### src/hdl/art_pkg.sv
package art_pkg;

  // widths of the timer datapath
  localparam int CNT_W = 8;
  localparam int PRE_W = 7;
  localparam int TAP_W = 3;
  localparam int ADDR_W = 12;
  localparam int DATA_W = 32;
  localparam int MAX_CH = 4;

  // register byte offsets on the bus
  localparam logic [11:0] OFF_CSR = 12'h000;
  localparam logic [11:0] OFF_CAR = 12'h004;
  localparam logic [11:0] OFF_ARR = 12'h008;
  localparam logic [11:0] OFF_PWM_CONTROL_REG = 12'h00c;
  localparam logic [11:0] OFF_DCR0 = 12'h010;

  // control / status field positions
  localparam int CSR_EXT_BIT = 7;
  localparam int CSR_TAP_LSB = 4;
  localparam int CSR_RUN_BIT = 3;
  localparam int CSR_FRL_BIT = 2;
  localparam int CSR_IRQ_BIT = 1;
  localparam int CSR_OVF_BIT = 0;

  // pwm control field positions
  localparam int PWM_CONTROL_REG_OE_LSB = 4;
  localparam int PWM_CONTROL_REG_POL_LSB = 0;

  // reset values and counter limit
  localparam logic [7:0] RST_BYTE = 8'h00;
  localparam logic [6:0] RST_PRE = 7'h00;
  localparam logic [7:0] CNT_MAX = 8'hff;

  // register index returned by the address decoder
  typedef enum logic [3:0] {
    REG_CSR,
    REG_CAR,
    REG_ARR,
    REG_PWM_CONTROL_REG,
    REG_DCR0,
    REG_DCR1,
    REG_DCR2,
    REG_DCR3,
    REG_NONE
  } reg_sel_t;

  // software-owned timer control bits
  typedef struct packed {
    logic ext_sel;
    logic [2:0] tap;
    logic run;
    logic irq_en;
  } ctrl_t;

  localparam ctrl_t CTRL_RST = '{ext_sel: 1'b0, tap: 3'h0, run: 1'b0, irq_en: 1'b0};

endpackage : art_pkg

### src/hdl/pwm_auto_reload_timer.sv
// Overview of operation
// RULE1 - an 8-bit up-counter advances on each prescaler output tick while running
// RULE2 - on overflow the counter loads the reload value, prescaler left alone
// RULE3 - software reads or overwrites the live counter through the counter access register
// RULE4 - a 7-bit prescaler with eight taps divides by two to the power n
// RULE5 - the external clock select bit picks cpu clock or the external input
// RULE6 - with run enable clear, prescaler and counter stay frozen
// RULE7 - reset clears counter and prescaler and selects the cpu clock
// RULE8 - force reload with run, or a counter write, clears the hidden prescaler
// RULE9 - four hidden compare registers load from duty values only at overflow
// RULE10 - pwm generation stops while the microcontroller is halted
// RULE11 - a set output enable drives the channel pin as push-pull pwm output
// RULE12 - all channels share one frequency, counter clock over 256 minus reload
// RULE13 - each overflow sets every pwm pin to its polarity-given level
// RULE14 - counting past a channel's compare value restores the opposite pin level
// RULE15 - software keeps compare values above the reload value for a waveform
// RULE16 - duty resolution is one part in 256 minus reload value
// RULE17 - overflow sets a sticky flag and requests an interrupt when enabled
// RULE18 - with external clock, reload value sets events counted before overflow
// RULE19 - the overflow request can wake the microcontroller from wait and halt
// RULE20 - reading the control and status register clears the overflow flag
// RULE21 - the force reload bit is write-only and reads as zero
// RULE22 - polarity zero gives high while counter at or below compare, one inverts
// RULE23 - in halt with external clock, control is frozen but counting continues
// RULE24 - pins, flag and compare loads change on the counter edge causing them
//
// Design decisions made here: register access over APB and the register addresses.
`timescale 1ns/10ps

module pwm_auto_reload_timer #(
  parameter int N_CH = 4
) (
  // clock and reset
  input wire logic core_clk,
  input wire logic resetn,
  // apb slave
  input wire logic psel,
  input wire logic penable,
  input wire logic pwrite,
  input wire logic [art_pkg::ADDR_W-1:0] paddr,
  input wire logic [art_pkg::DATA_W-1:0] pwdata,
  output logic [art_pkg::DATA_W-1:0] prdata,
  output logic pready,
  output logic pslverr,
  // board and system side
  input wire logic external_input_clock,
  input wire logic halt_mode,
  input wire logic wait_mode,
  // outputs
  output logic [N_CH-1:0] pwm_output,
  output logic [N_CH-1:0] pwm_pin_oe,
  output logic overflow_irq,
  output logic wake_req
);

  // refuse channel counts that the control register layout cannot hold
  if (N_CH < 1 || N_CH > art_pkg::MAX_CH) begin : g_bad_ch
    $error("N_CH must lie between 1 and 4");
  end

  typedef enum logic {
    APB_IDLE,
    APB_ACK
  } apb_state_t;

  // map a byte address onto a register index
  function automatic art_pkg::reg_sel_t decode(input logic [art_pkg::ADDR_W-1:0] a);
    art_pkg::reg_sel_t r;
    r = art_pkg::REG_NONE;
    if (a == art_pkg::OFF_CSR) r = art_pkg::REG_CSR;
    else if (a == art_pkg::OFF_CAR) r = art_pkg::REG_CAR;
    else if (a == art_pkg::OFF_ARR) r = art_pkg::REG_ARR;
    else if (a == art_pkg::OFF_PWM_CONTROL_REG) r = art_pkg::REG_PWM_CONTROL_REG;
    else if (a[11:4] == art_pkg::OFF_DCR0[11:4] && a[1:0] == 2'h0 && int'(a[3:2]) < N_CH)
      r = art_pkg::reg_sel_t'(4'(int'(art_pkg::REG_DCR0) + int'(a[3:2])));
    return r;
  endfunction : decode

  // true when the selected prescaler tap fires on this input tick
  function automatic logic tap_hit(input logic [6:0] pre, input logic [2:0] sel);
    logic [6:0] mask;
    mask = 7'((8'h01 << sel) - 8'h01);
    return &(pre | ~mask);
  endfunction : tap_hit

  ////////////////////////////////////////////////////////////////////////////
  // state
  art_pkg::ctrl_t ctrl_r, ctrl_nxt;
  logic [7:0] arr_r, arr_nxt;
  logic [7:0] pwm_control_reg_r, pwm_control_reg_nxt;
  logic [7:0] dcr_r [N_CH], dcr_nxt [N_CH];
  logic [7:0] cmp_r [N_CH], cmp_nxt [N_CH];
  logic [7:0] cnt_r, cnt_nxt;
  logic [6:0] pre_r, pre_nxt;
  logic flag_r, flag_nxt;
  logic ext_q_r;
  apb_state_t apb_r, apb_nxt;
  logic [art_pkg::DATA_W-1:0] prdata_nxt;
  logic pready_nxt, pslverr_nxt;
  logic [N_CH-1:0] pwm_nxt, oe_nxt;
  logic irq_nxt, wake_nxt;

  // decoded bus events
  art_pkg::reg_sel_t sel;
  logic acc_done, wr_ok, rd_csr_done, sw_cnt_wr;
  logic in_tick, cnt_tick, ovf;

  ////////////////////////////////////////////////////////////////////////////
  // bus event decode; writes are refused while halted so control stays frozen
  assign sel = decode(paddr);
  assign acc_done = psel && penable && pready;
  // RULE23 control frozen
  assign wr_ok = acc_done && pwrite && !pslverr && !halt_mode;
  // RULE20 read clears flag
  assign rd_csr_done = acc_done && !pwrite && sel == art_pkg::REG_CSR;
  // RULE8 prescaler clear sources
  assign sw_cnt_wr = wr_ok && (sel == art_pkg::REG_CAR ||
    (sel == art_pkg::REG_CSR && pwdata[art_pkg::CSR_FRL_BIT] && pwdata[art_pkg::CSR_RUN_BIT]));

  ////////////////////////////////////////////////////////////////////////////
  // clock source and prescaler ticks; the cpu clock is stopped in halt
  // RULE5 input clock select
  // RULE18 event counting
  assign in_tick = ctrl_r.ext_sel ? (external_input_clock && !ext_q_r) : !halt_mode;
  // RULE4 prescaler tap
  assign cnt_tick = ctrl_r.run && in_tick && tap_hit(pre_r, ctrl_r.tap);
  assign ovf = cnt_tick && cnt_r == art_pkg::CNT_MAX;

  ////////////////////////////////////////////////////////////////////////////
  // software-owned registers: next values
  always_comb
  begin
    ctrl_nxt = ctrl_r;
    arr_nxt = arr_r;
    pwm_control_reg_nxt = pwm_control_reg_r;
    dcr_nxt = dcr_r;
    if (wr_ok)
    begin
      case (sel)
        art_pkg::REG_CSR:
        begin
          ctrl_nxt.ext_sel = pwdata[art_pkg::CSR_EXT_BIT];
          ctrl_nxt.tap = pwdata[art_pkg::CSR_TAP_LSB +: art_pkg::TAP_W];
          ctrl_nxt.run = pwdata[art_pkg::CSR_RUN_BIT];
          ctrl_nxt.irq_en = pwdata[art_pkg::CSR_IRQ_BIT];
        end
        art_pkg::REG_ARR: arr_nxt = pwdata[7:0];
        art_pkg::REG_PWM_CONTROL_REG: pwm_control_reg_nxt = pwdata[7:0];
        art_pkg::REG_DCR0, art_pkg::REG_DCR1, art_pkg::REG_DCR2, art_pkg::REG_DCR3:
          dcr_nxt[int'(sel) - int'(art_pkg::REG_DCR0)] = pwdata[7:0];
        default: ;
      endcase
    end
  end

  // software-owned registers: storage
  always_ff @(posedge core_clk or negedge resetn)
  begin
    if (!resetn)
    begin
      // RULE7 cpu clock after reset
      ctrl_r <= art_pkg::CTRL_RST;
      arr_r <= art_pkg::RST_BYTE;
      pwm_control_reg_r <= art_pkg::RST_BYTE;
      for (int i = 0; i < N_CH; i++) dcr_r[i] <= art_pkg::RST_BYTE;
    end
    else
    begin
      ctrl_r <= ctrl_nxt;
      arr_r <= arr_nxt;
      pwm_control_reg_r <= pwm_control_reg_nxt;
      dcr_r <= dcr_nxt;
    end
  end

  ////////////////////////////////////////////////////////////////////////////
  // counter, prescaler, compare shadows and flag: next values
  always_comb
  begin
    cnt_nxt = cnt_r;
    pre_nxt = pre_r;
    cmp_nxt = cmp_r;
    flag_nxt = flag_r;
    // RULE6 frozen unless running
    if (ctrl_r.run && in_tick) pre_nxt = 7'(pre_r + 7'h01);
    // RULE1 count up
    if (cnt_tick) cnt_nxt = 8'(cnt_r + 8'h01);
    // RULE2 auto reload
    // RULE12 period from reload
    if (ovf) cnt_nxt = arr_r;
    // RULE9 shadow load
    if (ovf) cmp_nxt = dcr_r;
    // a read only clears the flag it actually returned, so a set is never lost
    if (rd_csr_done && prdata[art_pkg::CSR_OVF_BIT]) flag_nxt = 1'b0;
    // RULE17 sticky flag
    if (ovf) flag_nxt = 1'b1;
    // RULE3 counter written on the fly
    if (wr_ok && sel == art_pkg::REG_CAR) cnt_nxt = pwdata[7:0];
    else if (sw_cnt_wr) cnt_nxt = arr_r;
    // RULE8 prescaler cleared
    if (sw_cnt_wr) pre_nxt = art_pkg::RST_PRE;
  end

  // timer storage; the external input is sampled once for its edge
  always_ff @(posedge core_clk or negedge resetn)
  begin
    if (!resetn)
    begin
      // RULE7 counter and prescaler cleared
      cnt_r <= art_pkg::RST_BYTE;
      pre_r <= art_pkg::RST_PRE;
      for (int i = 0; i < N_CH; i++) cmp_r[i] <= art_pkg::RST_BYTE;
      flag_r <= 1'b0;
      ext_q_r <= 1'b0;
    end
    else
    begin
      cnt_r <= cnt_nxt;
      pre_r <= pre_nxt;
      cmp_r <= cmp_nxt;
      flag_r <= flag_nxt;
      ext_q_r <= external_input_clock;
    end
  end

  ////////////////////////////////////////////////////////////////////////////
  // pin levels follow the next counter value, so overflow and compare edges land
  // on the same clock as the counter event and a polarity write acts at once
  // RULE24 same-edge update
  always_comb
  begin
    for (int i = 0; i < N_CH; i++)
    begin
      // RULE11 pin enable
      oe_nxt[i] = pwm_control_reg_nxt[art_pkg::PWM_CONTROL_REG_OE_LSB + i];
      // RULE22 level against compare
      // RULE14 compare restores level
      // RULE16 one step per count
      // RULE10 halt stops pwm
      pwm_nxt[i] = oe_nxt[i] && !halt_mode &&
        ((cnt_nxt <= cmp_nxt[i]) ^ pwm_control_reg_nxt[art_pkg::PWM_CONTROL_REG_POL_LSB + i]);
    end
    irq_nxt = flag_nxt && ctrl_nxt.irq_en;
    // RULE19 wake from low power
    wake_nxt = irq_nxt && (halt_mode || wait_mode);
  end

  // output registers
  always_ff @(posedge core_clk or negedge resetn)
  begin
    if (!resetn)
    begin
      pwm_output <= '0;
      pwm_pin_oe <= '0;
      overflow_irq <= 1'b0;
      wake_req <= 1'b0;
    end
    else
    begin
      // RULE13 levels set at overflow
      pwm_output <= pwm_nxt;
      pwm_pin_oe <= oe_nxt;
      overflow_irq <= irq_nxt;
      wake_req <= wake_nxt;
    end
  end

  ////////////////////////////////////////////////////////////////////////////
  // apb answer: data is sampled in the setup cycle, one access cycle always
  always_comb
  begin
    apb_nxt = apb_r;
    prdata_nxt = '0;
    pready_nxt = 1'b0;
    pslverr_nxt = 1'b0;
    case (apb_r)
      APB_IDLE:
      begin
        if (psel && !penable)
        begin
          apb_nxt = APB_ACK;
          pready_nxt = 1'b1;
          pslverr_nxt = (sel == art_pkg::REG_NONE);
          case (sel)
            // RULE21 force reload reads zero
            art_pkg::REG_CSR: prdata_nxt[7:0] = {ctrl_r.ext_sel, ctrl_r.tap, ctrl_r.run, 1'b0,
              ctrl_r.irq_en, flag_r};
            art_pkg::REG_CAR: prdata_nxt[7:0] = cnt_r;
            art_pkg::REG_ARR: prdata_nxt[7:0] = arr_r;
            art_pkg::REG_PWM_CONTROL_REG: prdata_nxt[7:0] = pwm_control_reg_r;
            art_pkg::REG_DCR0, art_pkg::REG_DCR1, art_pkg::REG_DCR2, art_pkg::REG_DCR3:
              prdata_nxt[7:0] = dcr_r[int'(sel) - int'(art_pkg::REG_DCR0)];
            default: prdata_nxt = '0;
          endcase
        end
      end
      APB_ACK:
      begin
        apb_nxt = APB_IDLE;
      end
      default: apb_nxt = APB_IDLE;
    endcase
  end

  // apb storage
  always_ff @(posedge core_clk or negedge resetn)
  begin
    if (!resetn)
    begin
      apb_r <= APB_IDLE;
      prdata <= '0;
      pready <= 1'b0;
      pslverr <= 1'b0;
    end
    else
    begin
      apb_r <= apb_nxt;
      prdata <= prdata_nxt;
      pready <= pready_nxt;
      pslverr <= pslverr_nxt;
    end
  end

  ////////////////////////////////////////////////////////////////////////////
  // checks
  property p_count_up;
    @(posedge core_clk) disable iff (!resetn)
    cnt_tick && cnt_r != art_pkg::CNT_MAX && !sw_cnt_wr |=> cnt_r == 8'($past(cnt_r) + 8'h01);
  endproperty
  a_count_up: assert property (p_count_up) else $error("counter did not step by one"); // RULE1

  property p_reload;
    @(posedge core_clk) disable iff (!resetn)
    ovf && !sw_cnt_wr |=> cnt_r == $past(arr_r) && pre_r == 7'($past(pre_r) + 7'h01);
  endproperty
  a_reload: assert property (p_reload) else $error("overflow did not reload or touched prescaler"); // RULE2

  property p_frozen;
    @(posedge core_clk) disable iff (!resetn)
    !ctrl_r.run && !sw_cnt_wr |=> $stable(cnt_r) && $stable(pre_r);
  endproperty
  a_frozen: assert property (p_frozen) else $error("timer moved while stopped"); // RULE6

  property p_pre_clear;
    @(posedge core_clk) disable iff (!resetn)
    sw_cnt_wr |=> pre_r == art_pkg::RST_PRE;
  endproperty
  a_pre_clear: assert property (p_pre_clear) else $error("prescaler not cleared"); // RULE8

  property p_car_write;
    @(posedge core_clk) disable iff (!resetn)
    wr_ok && sel == art_pkg::REG_CAR |=> cnt_r == $past(pwdata[7:0]);
  endproperty
  a_car_write: assert property (p_car_write) else $error("counter write lost"); // RULE3

  property p_shadow;
    @(posedge core_clk) disable iff (!resetn)
    ovf |=> cmp_r[0] == $past(dcr_r[0]) ##1 ($past(ovf) || $stable(cmp_r[0]));
  endproperty
  a_shadow: assert property (p_shadow) else $error("compare shadow load wrong"); // RULE9

  property p_flag_set;
    @(posedge core_clk) disable iff (!resetn)
    ovf |=> flag_r && overflow_irq == ctrl_r.irq_en;
  endproperty
  a_flag_set: assert property (p_flag_set) else $error("overflow flag or request missing"); // RULE17

  property p_flag_clear;
    @(posedge core_clk) disable iff (!resetn)
    rd_csr_done && prdata[art_pkg::CSR_OVF_BIT] && !ovf |=> !flag_r;
  endproperty
  a_flag_clear: assert property (p_flag_clear) else $error("status read did not clear flag"); // RULE20

  property p_frl_zero;
    @(posedge core_clk) disable iff (!resetn)
    psel && !penable && !pwrite && sel == art_pkg::REG_CSR |=> pready && !prdata[art_pkg::CSR_FRL_BIT];
  endproperty
  a_frl_zero: assert property (p_frl_zero) else $error("force reload read back set"); // RULE21

  property p_halt_pwm;
    @(posedge core_clk) disable iff (!resetn)
    halt_mode |=> pwm_output == '0;
  endproperty
  a_halt_pwm: assert property (p_halt_pwm) else $error("pwm active during halt"); // RULE10

  property p_level;
    @(posedge core_clk) disable iff (!resetn)
    !$past(halt_mode) |-> pwm_output[0] == (pwm_control_reg_r[art_pkg::PWM_CONTROL_REG_OE_LSB] &&
      ((cnt_r <= cmp_r[0]) ^ pwm_control_reg_r[art_pkg::PWM_CONTROL_REG_POL_LSB]));
  endproperty
  a_level: assert property (p_level) else $error("pwm level disagrees with compare"); // RULE22

  c_overflow: cover property (@(posedge core_clk) disable iff (!resetn) ovf ##1 overflow_irq);
  c_read_clear: cover property (@(posedge core_clk) disable iff (!resetn) rd_csr_done && flag_r);
  c_car_write: cover property (@(posedge core_clk) disable iff (!resetn) wr_ok && sel == art_pkg::REG_CAR);
  c_pwm_edge: cover property (@(posedge core_clk) disable iff (!resetn) $fell(pwm_output[0]));

endmodule : pwm_auto_reload_timer

### config.mk
export PLATFORM = sky130hd
export DESIGN_NAME = pwm_auto_reload_timer
export DESIGN_NICKNAME = d
export VERILOG_FILES = /design/src/hdl/art_pkg.sv /design/src/hdl/pwm_auto_reload_timer.sv
export SDC_FILE = /design/constraint.sdc
export NUM_CORES = 1
export LEC_CHECK = 0
export ABC_CLOCK_PERIOD_IN_PS = 3800
export CORE_MARGIN = 1
export CORE_UTILIZATION = 40
export DETAILED_ROUTE_END_ITERATION = 8
export DONT_BUFFER_PORTS = 1
export MAX_ROUTING_LAYER = met4
export SYNTH_ARGS = -nofsm -noshare
export SYNTH_HDL_FRONTEND = slang
export SYNTH_SLANG_ARGS = --single-unit
### constraint.sdc
create_clock -name core_clk -period 3.8 [get_ports core_clk]
set_input_delay 0.76 -clock core_clk [delete_from_list [all_inputs] [get_ports core_clk]]
set_output_delay 0.76 -clock core_clk [all_outputs]
set_load 0.1 [all_outputs]
---- Yosys cells after proc, flatten, opt, wreduce, memory -nomap -nowiden ----
Index checks and enable logic that the tools add are counted.
Widths: inputs -> output; s select.
storage, ports and cells
  bits of input ports ..................... 52
  ROM bits ................................ 0
  register bits after elaboration ......... 148
  bits in latches ......................... 0
  memory bits (writable) .................. 0
  word-level logic and storage cells ...... 137
  memories kept ........................... 0
operators by class
  bitwise gates (word level) .............. 8
  multiply operators ...................... 0
  shifts and indexed selects .............. 1
  add/subtract/negate cells ............... 5
  muxes and demuxes ....................... 33
  divide/modulo/power cells ............... 0
  $lt $le $gt $ge ......................... 6
  reductions and logical operators ........ 45
  eq/ne operators ......................... 13
operator list
  kind                 number
  $mux 8               11
  $pmux 8 s5           1
  $bwmux 32            1
  $ge 32x3->1 const B  1
  $le 8x8->1           4
  $lt 32x1->1 const B  1
  $mux 32              1
  $not 32->32          1
  $logic_and 1x1->1    29
  $eq 12x4->1 const B  2
  $mux 4               5
  $bmux 8 s2           1
  $demux 8 s2          1
  $eq 4x3->1 const B   4
  $mux 7               2
  $eq 12x3->1 const B  1
  $logic_not 12->1     1
  $mux 1               9
  $add 8x1->8 const B  1
  $eq 4x2->1 const B   2
  $eq 8x1->1 const B   1
  $eq 8x8->1 const B   1
  $add 7x1->7 const B  1
  $not 7->7            1
  other kinds (18)     28

---- Logic depth before layout (Yosys ltp) ----
  depth after elaboration ................. 17
  gate-level depth with buffers ........... 15

---- Worst setup path before layout ----
No wires, ideal clock.
  path type ............................... register to register
  from .................................... register, netlist name apb_r
  to ...................................... register pwm_output[2]
  path slack .............................. -202 ps
  setup time .............................. 120 ps
  cell stages (with the launch flop) ...... 16
  data arrival time ....................... 3882 ps
  path through ............................ dfrtp_1 nand3_1 or4b_1 buf_6 nor3b_1 clkbuf_1 nor2_1 o2bb2ai_1 a211oi_1 ha_1 a21oi_1 nor2_1 a211oi_1 a22oi_1 xnor2_1 and3b_1
RTL lines
  what                  line                          source
  end signal, assigned  pwm_auto_reload_timer.sv:261  pwm_output <= pwm_nxt;
  end, declared         pwm_auto_reload_timer.sv:50   output logic [N_CH-1:0] pwm_output,

==> flow_summary.json <==
{
  "drc_errors": 0,
  "relSlewSlack_pct": 37.4,
  "power_per_cell_area_mw_per_mm2": 405,
  "final_nets": 691,
  "yosysWarnings": 0,
  "syn_avg_cell_area_um2": 11.2,
  "worst_slew_pin_slew_ns": 0.939,
  "final_area_mm2": 0.00737,
  "die_x_um": 129,
  "antenna_found_initial": 0,
  "synth_top_area_share_pct": 46.2,
  "tritoncts": "yes",
  "pin_count": 96,
  "cts_resized": 0,
  "ys_seq_area_share_pct": 46.2,
  "via_per_inst": 5.34,
  "ir_drop_v": 0.000298,
  "min_period_over_period_pct": 95.0,
  "total_power_mw": 2.99,
  "cts_setup_buffers": 0,
  "fmax_mhz": 277,
  "path_max_fanout": 5,
  "postSynthCellCount": 576,
  "p_leak_nw": 3.96,
  "grt_usage_pct": 21.8,
  "status": "completed",
  "fin_skew_ns": 0.00789,
  "htreeDepth": 4,
  "wl_um": 15900,
  "post-route-min-period_ns": 3.61,
  "min-delay-path-class": "in -> async",
  "finalSetupViolations": 0,
  "cts_max_path_buffers": 2,
  "io_buffers": 0,
  "grt_max_degree": 120,
  "drt_iter0_markers": 270,
  "worst-endpoint-required_ns": 4.10,
  "ant_nets": 0,
  "die_area_mm2": 0.0166,
  "cts_hold_buf": 0,
  "synth_edf_count": 0,
  "core_area_mm2": 0.0158,
  "start_util_pct": 40.7,
  "report.final.slew_viol_count": 0,
  "cts.sinks": 119,
  "cts_root_buffer": "clkbuf_16",
  "synth-async-reset-ratio_pct": 100,
  "synth_area_leaders": "dfrtp_1 (46%), mux2_2 (10%), ha_1 (6.6%), mux2i_1 (5.9%), buf_4 (3.3%)",
  "hold_viol_final": 0,
  "place.gp.congestion": 0.854,
  "yosys.area.top_type": "dfrtp_1",
  "detailed_place_hpwl_um": 11400,
  "grt_pass1_vias": 4704,
  "rsz0062_at_grt": "no",
  "rows": 46,
  "wl_per_cell_um": 19.1,
  "fillers": 1473,
  "ys.flop_type": "dfrtp_1",
  "first_pass_iters": 4,
  "globalRouteOverflowTotal": 0,
  "n_antenna_cell": 0,
  "grt_pass1_wl_um": 25600,
  "vias": 4451,
  "clk_pin_slew_ns": 0.06,
  "setup_tns_ns": 0,
  "dieHeight_um": 129,
  "worstSetupStartpointType": "register",
  "place_area_mm2": 0.00679,
  "syn_area_mm2": 0.00645,
  "ys_ff_latch": 119,
  "cts_buffers": 17,
  "clkLatencyLatePin_ns": 0.42,
  "synthTopCellsByCount": "dfrtp_1 (119), mux2_2 (60), nor2_1 (42), mux2i_1 (38), ha_1 (34)",
  "syn_to_final_growth_pct": 14.3,
  "layout-drive-gt1-share_pct": 23.3,
  "cp-end-kind": "register",
  "yosysMostFrequentCell": "dfrtp_1",
  "ys_types": 53,
  "worst-endpoint-arrival_ns": 3.91,
  "max_cap_violations": 0,
  "critPathKind": "reg -> reg"
}
## cells by family after synthesis
kind of cell,share of synthesized area (%)
fa+ha+maj,6.60
mux,19.6
xor+xnor,1.77
simple gates,10.9
compound gates,8.25
other cells,0.0582
flops,46.2
buf+inv,6.62
## critical path: stages, from the launching register on
cell,delay (ns)
dfrtp_2,0.35
nand3_1,0.07
or4b_1,0.58
nor3b_1,0.26
buf_4,0.17
nor2_1,0.04
o2bb2ai_1,0.12
a211oi_1,0.56
buf_4,0.24
ha_1,0.24
a21oi_1,0.13
o21ai_0,0.14
o21ai_0,0.32
xnor2_1,0.20
nor2_1,0.07
## power by group
group	switching, mW	total, mW	internal (mW)	leakage [nW]
clock network	0.586	1.58	0.994	0.278
logic	0.121	0.137	0.0165	2.03
registers	0.000854	1.27	1.27	1.65
total	0.708	2.99	2.28	3.96
## layout by cell type (no fill, tap or decap), types with 11 or more instances in the layout
| cell type | n |
|---|---|
| nor2_1 | 42 |
| conb_1 | 24 |
| nand4_1 | 11 |
| clkbuf_16 | 17 |
| o21ai_0 | 13 |
| nand2_1 | 23 |
| mux2i_1 | 38 |
| a21oi_1 | 25 |
| mux2_2 | 60 |
| inv_1 | 33 |
| dfrtp_1 | 118 |
| ha_1 | 34 |
| buf_4 | 35 |
| nand3_1 | 16 |
## layout make-up
type / instances / area (um2) / area share, %
multi-input combinational: 398 / 3130 / 42.5
sequential: 119 / 2980 / 40.4
clock buffer: 20 / 457 / 6.19
timing repair buffer: 36 / 283 / 3.84
tap: 216 / 270 / 3.67
clock inverter: 12 / 128 / 1.73
inverter: 33 / 124 / 1.68
## state kept, by name, indices dropped and copies added (netlist names), 3 cells and up
| name | count |
|---|---|
| arr_r | 8 |
| dcr_r | 32 |
| cnt_r | 8 |
| pwm_pin_oe | 3 |
| prdata | 8 |
| pre_r | 7 |
| pwm_control_reg_r | 5 |
| cmp_r | 32 |
| ctrl_r | 6 |
| pwm_output | 4 |
## per-layer routing
metal  wire length [um]  up-vias  share of wire (%)  global-route usage (%)
li1                   -     2052                  -                       -
met1               6940     2258                 44                    26.2
met2               7980      128                 50                    35.7
met3                846       13                5.3                    5.41
met4                174        0                1.1                    7.34
met5                  0        -                  0                       -
## metrics by stage
step,std cells,setup WS [ns],hold slack (ns),utilization [%]
final,834,0.191,0.0340,46.6
after global routing,834,0.000522,0.0136,46.6
after CTS,834,0.186,0.0176,46.6
after detailed placement,802,-0.210,0.467,42.9
after global placement,802,-0.142,0.460,42.9
after floorplan,599,0.0296,0.450,-
## path summary, 6_finish.rpt
kind,startpoint,slack (ns),to,cells after the start
hold reg to reg,cmp_r[19],0.49,cmp_r[19],2
min in group core_clk,external_input_clock,0.37,ext_q_r,0
hold / removal,resetn,0.03,dcr_r[28],0
max in group asynchronous,resetn,3.60,pre_r[4],0
setup / recovery,apb_r,0.19,pwm_output[0],14
setup reg to reg,apb_r,0.19,pwm_output[0],14
No activity file was read; power rests on OpenSTA's default activity.
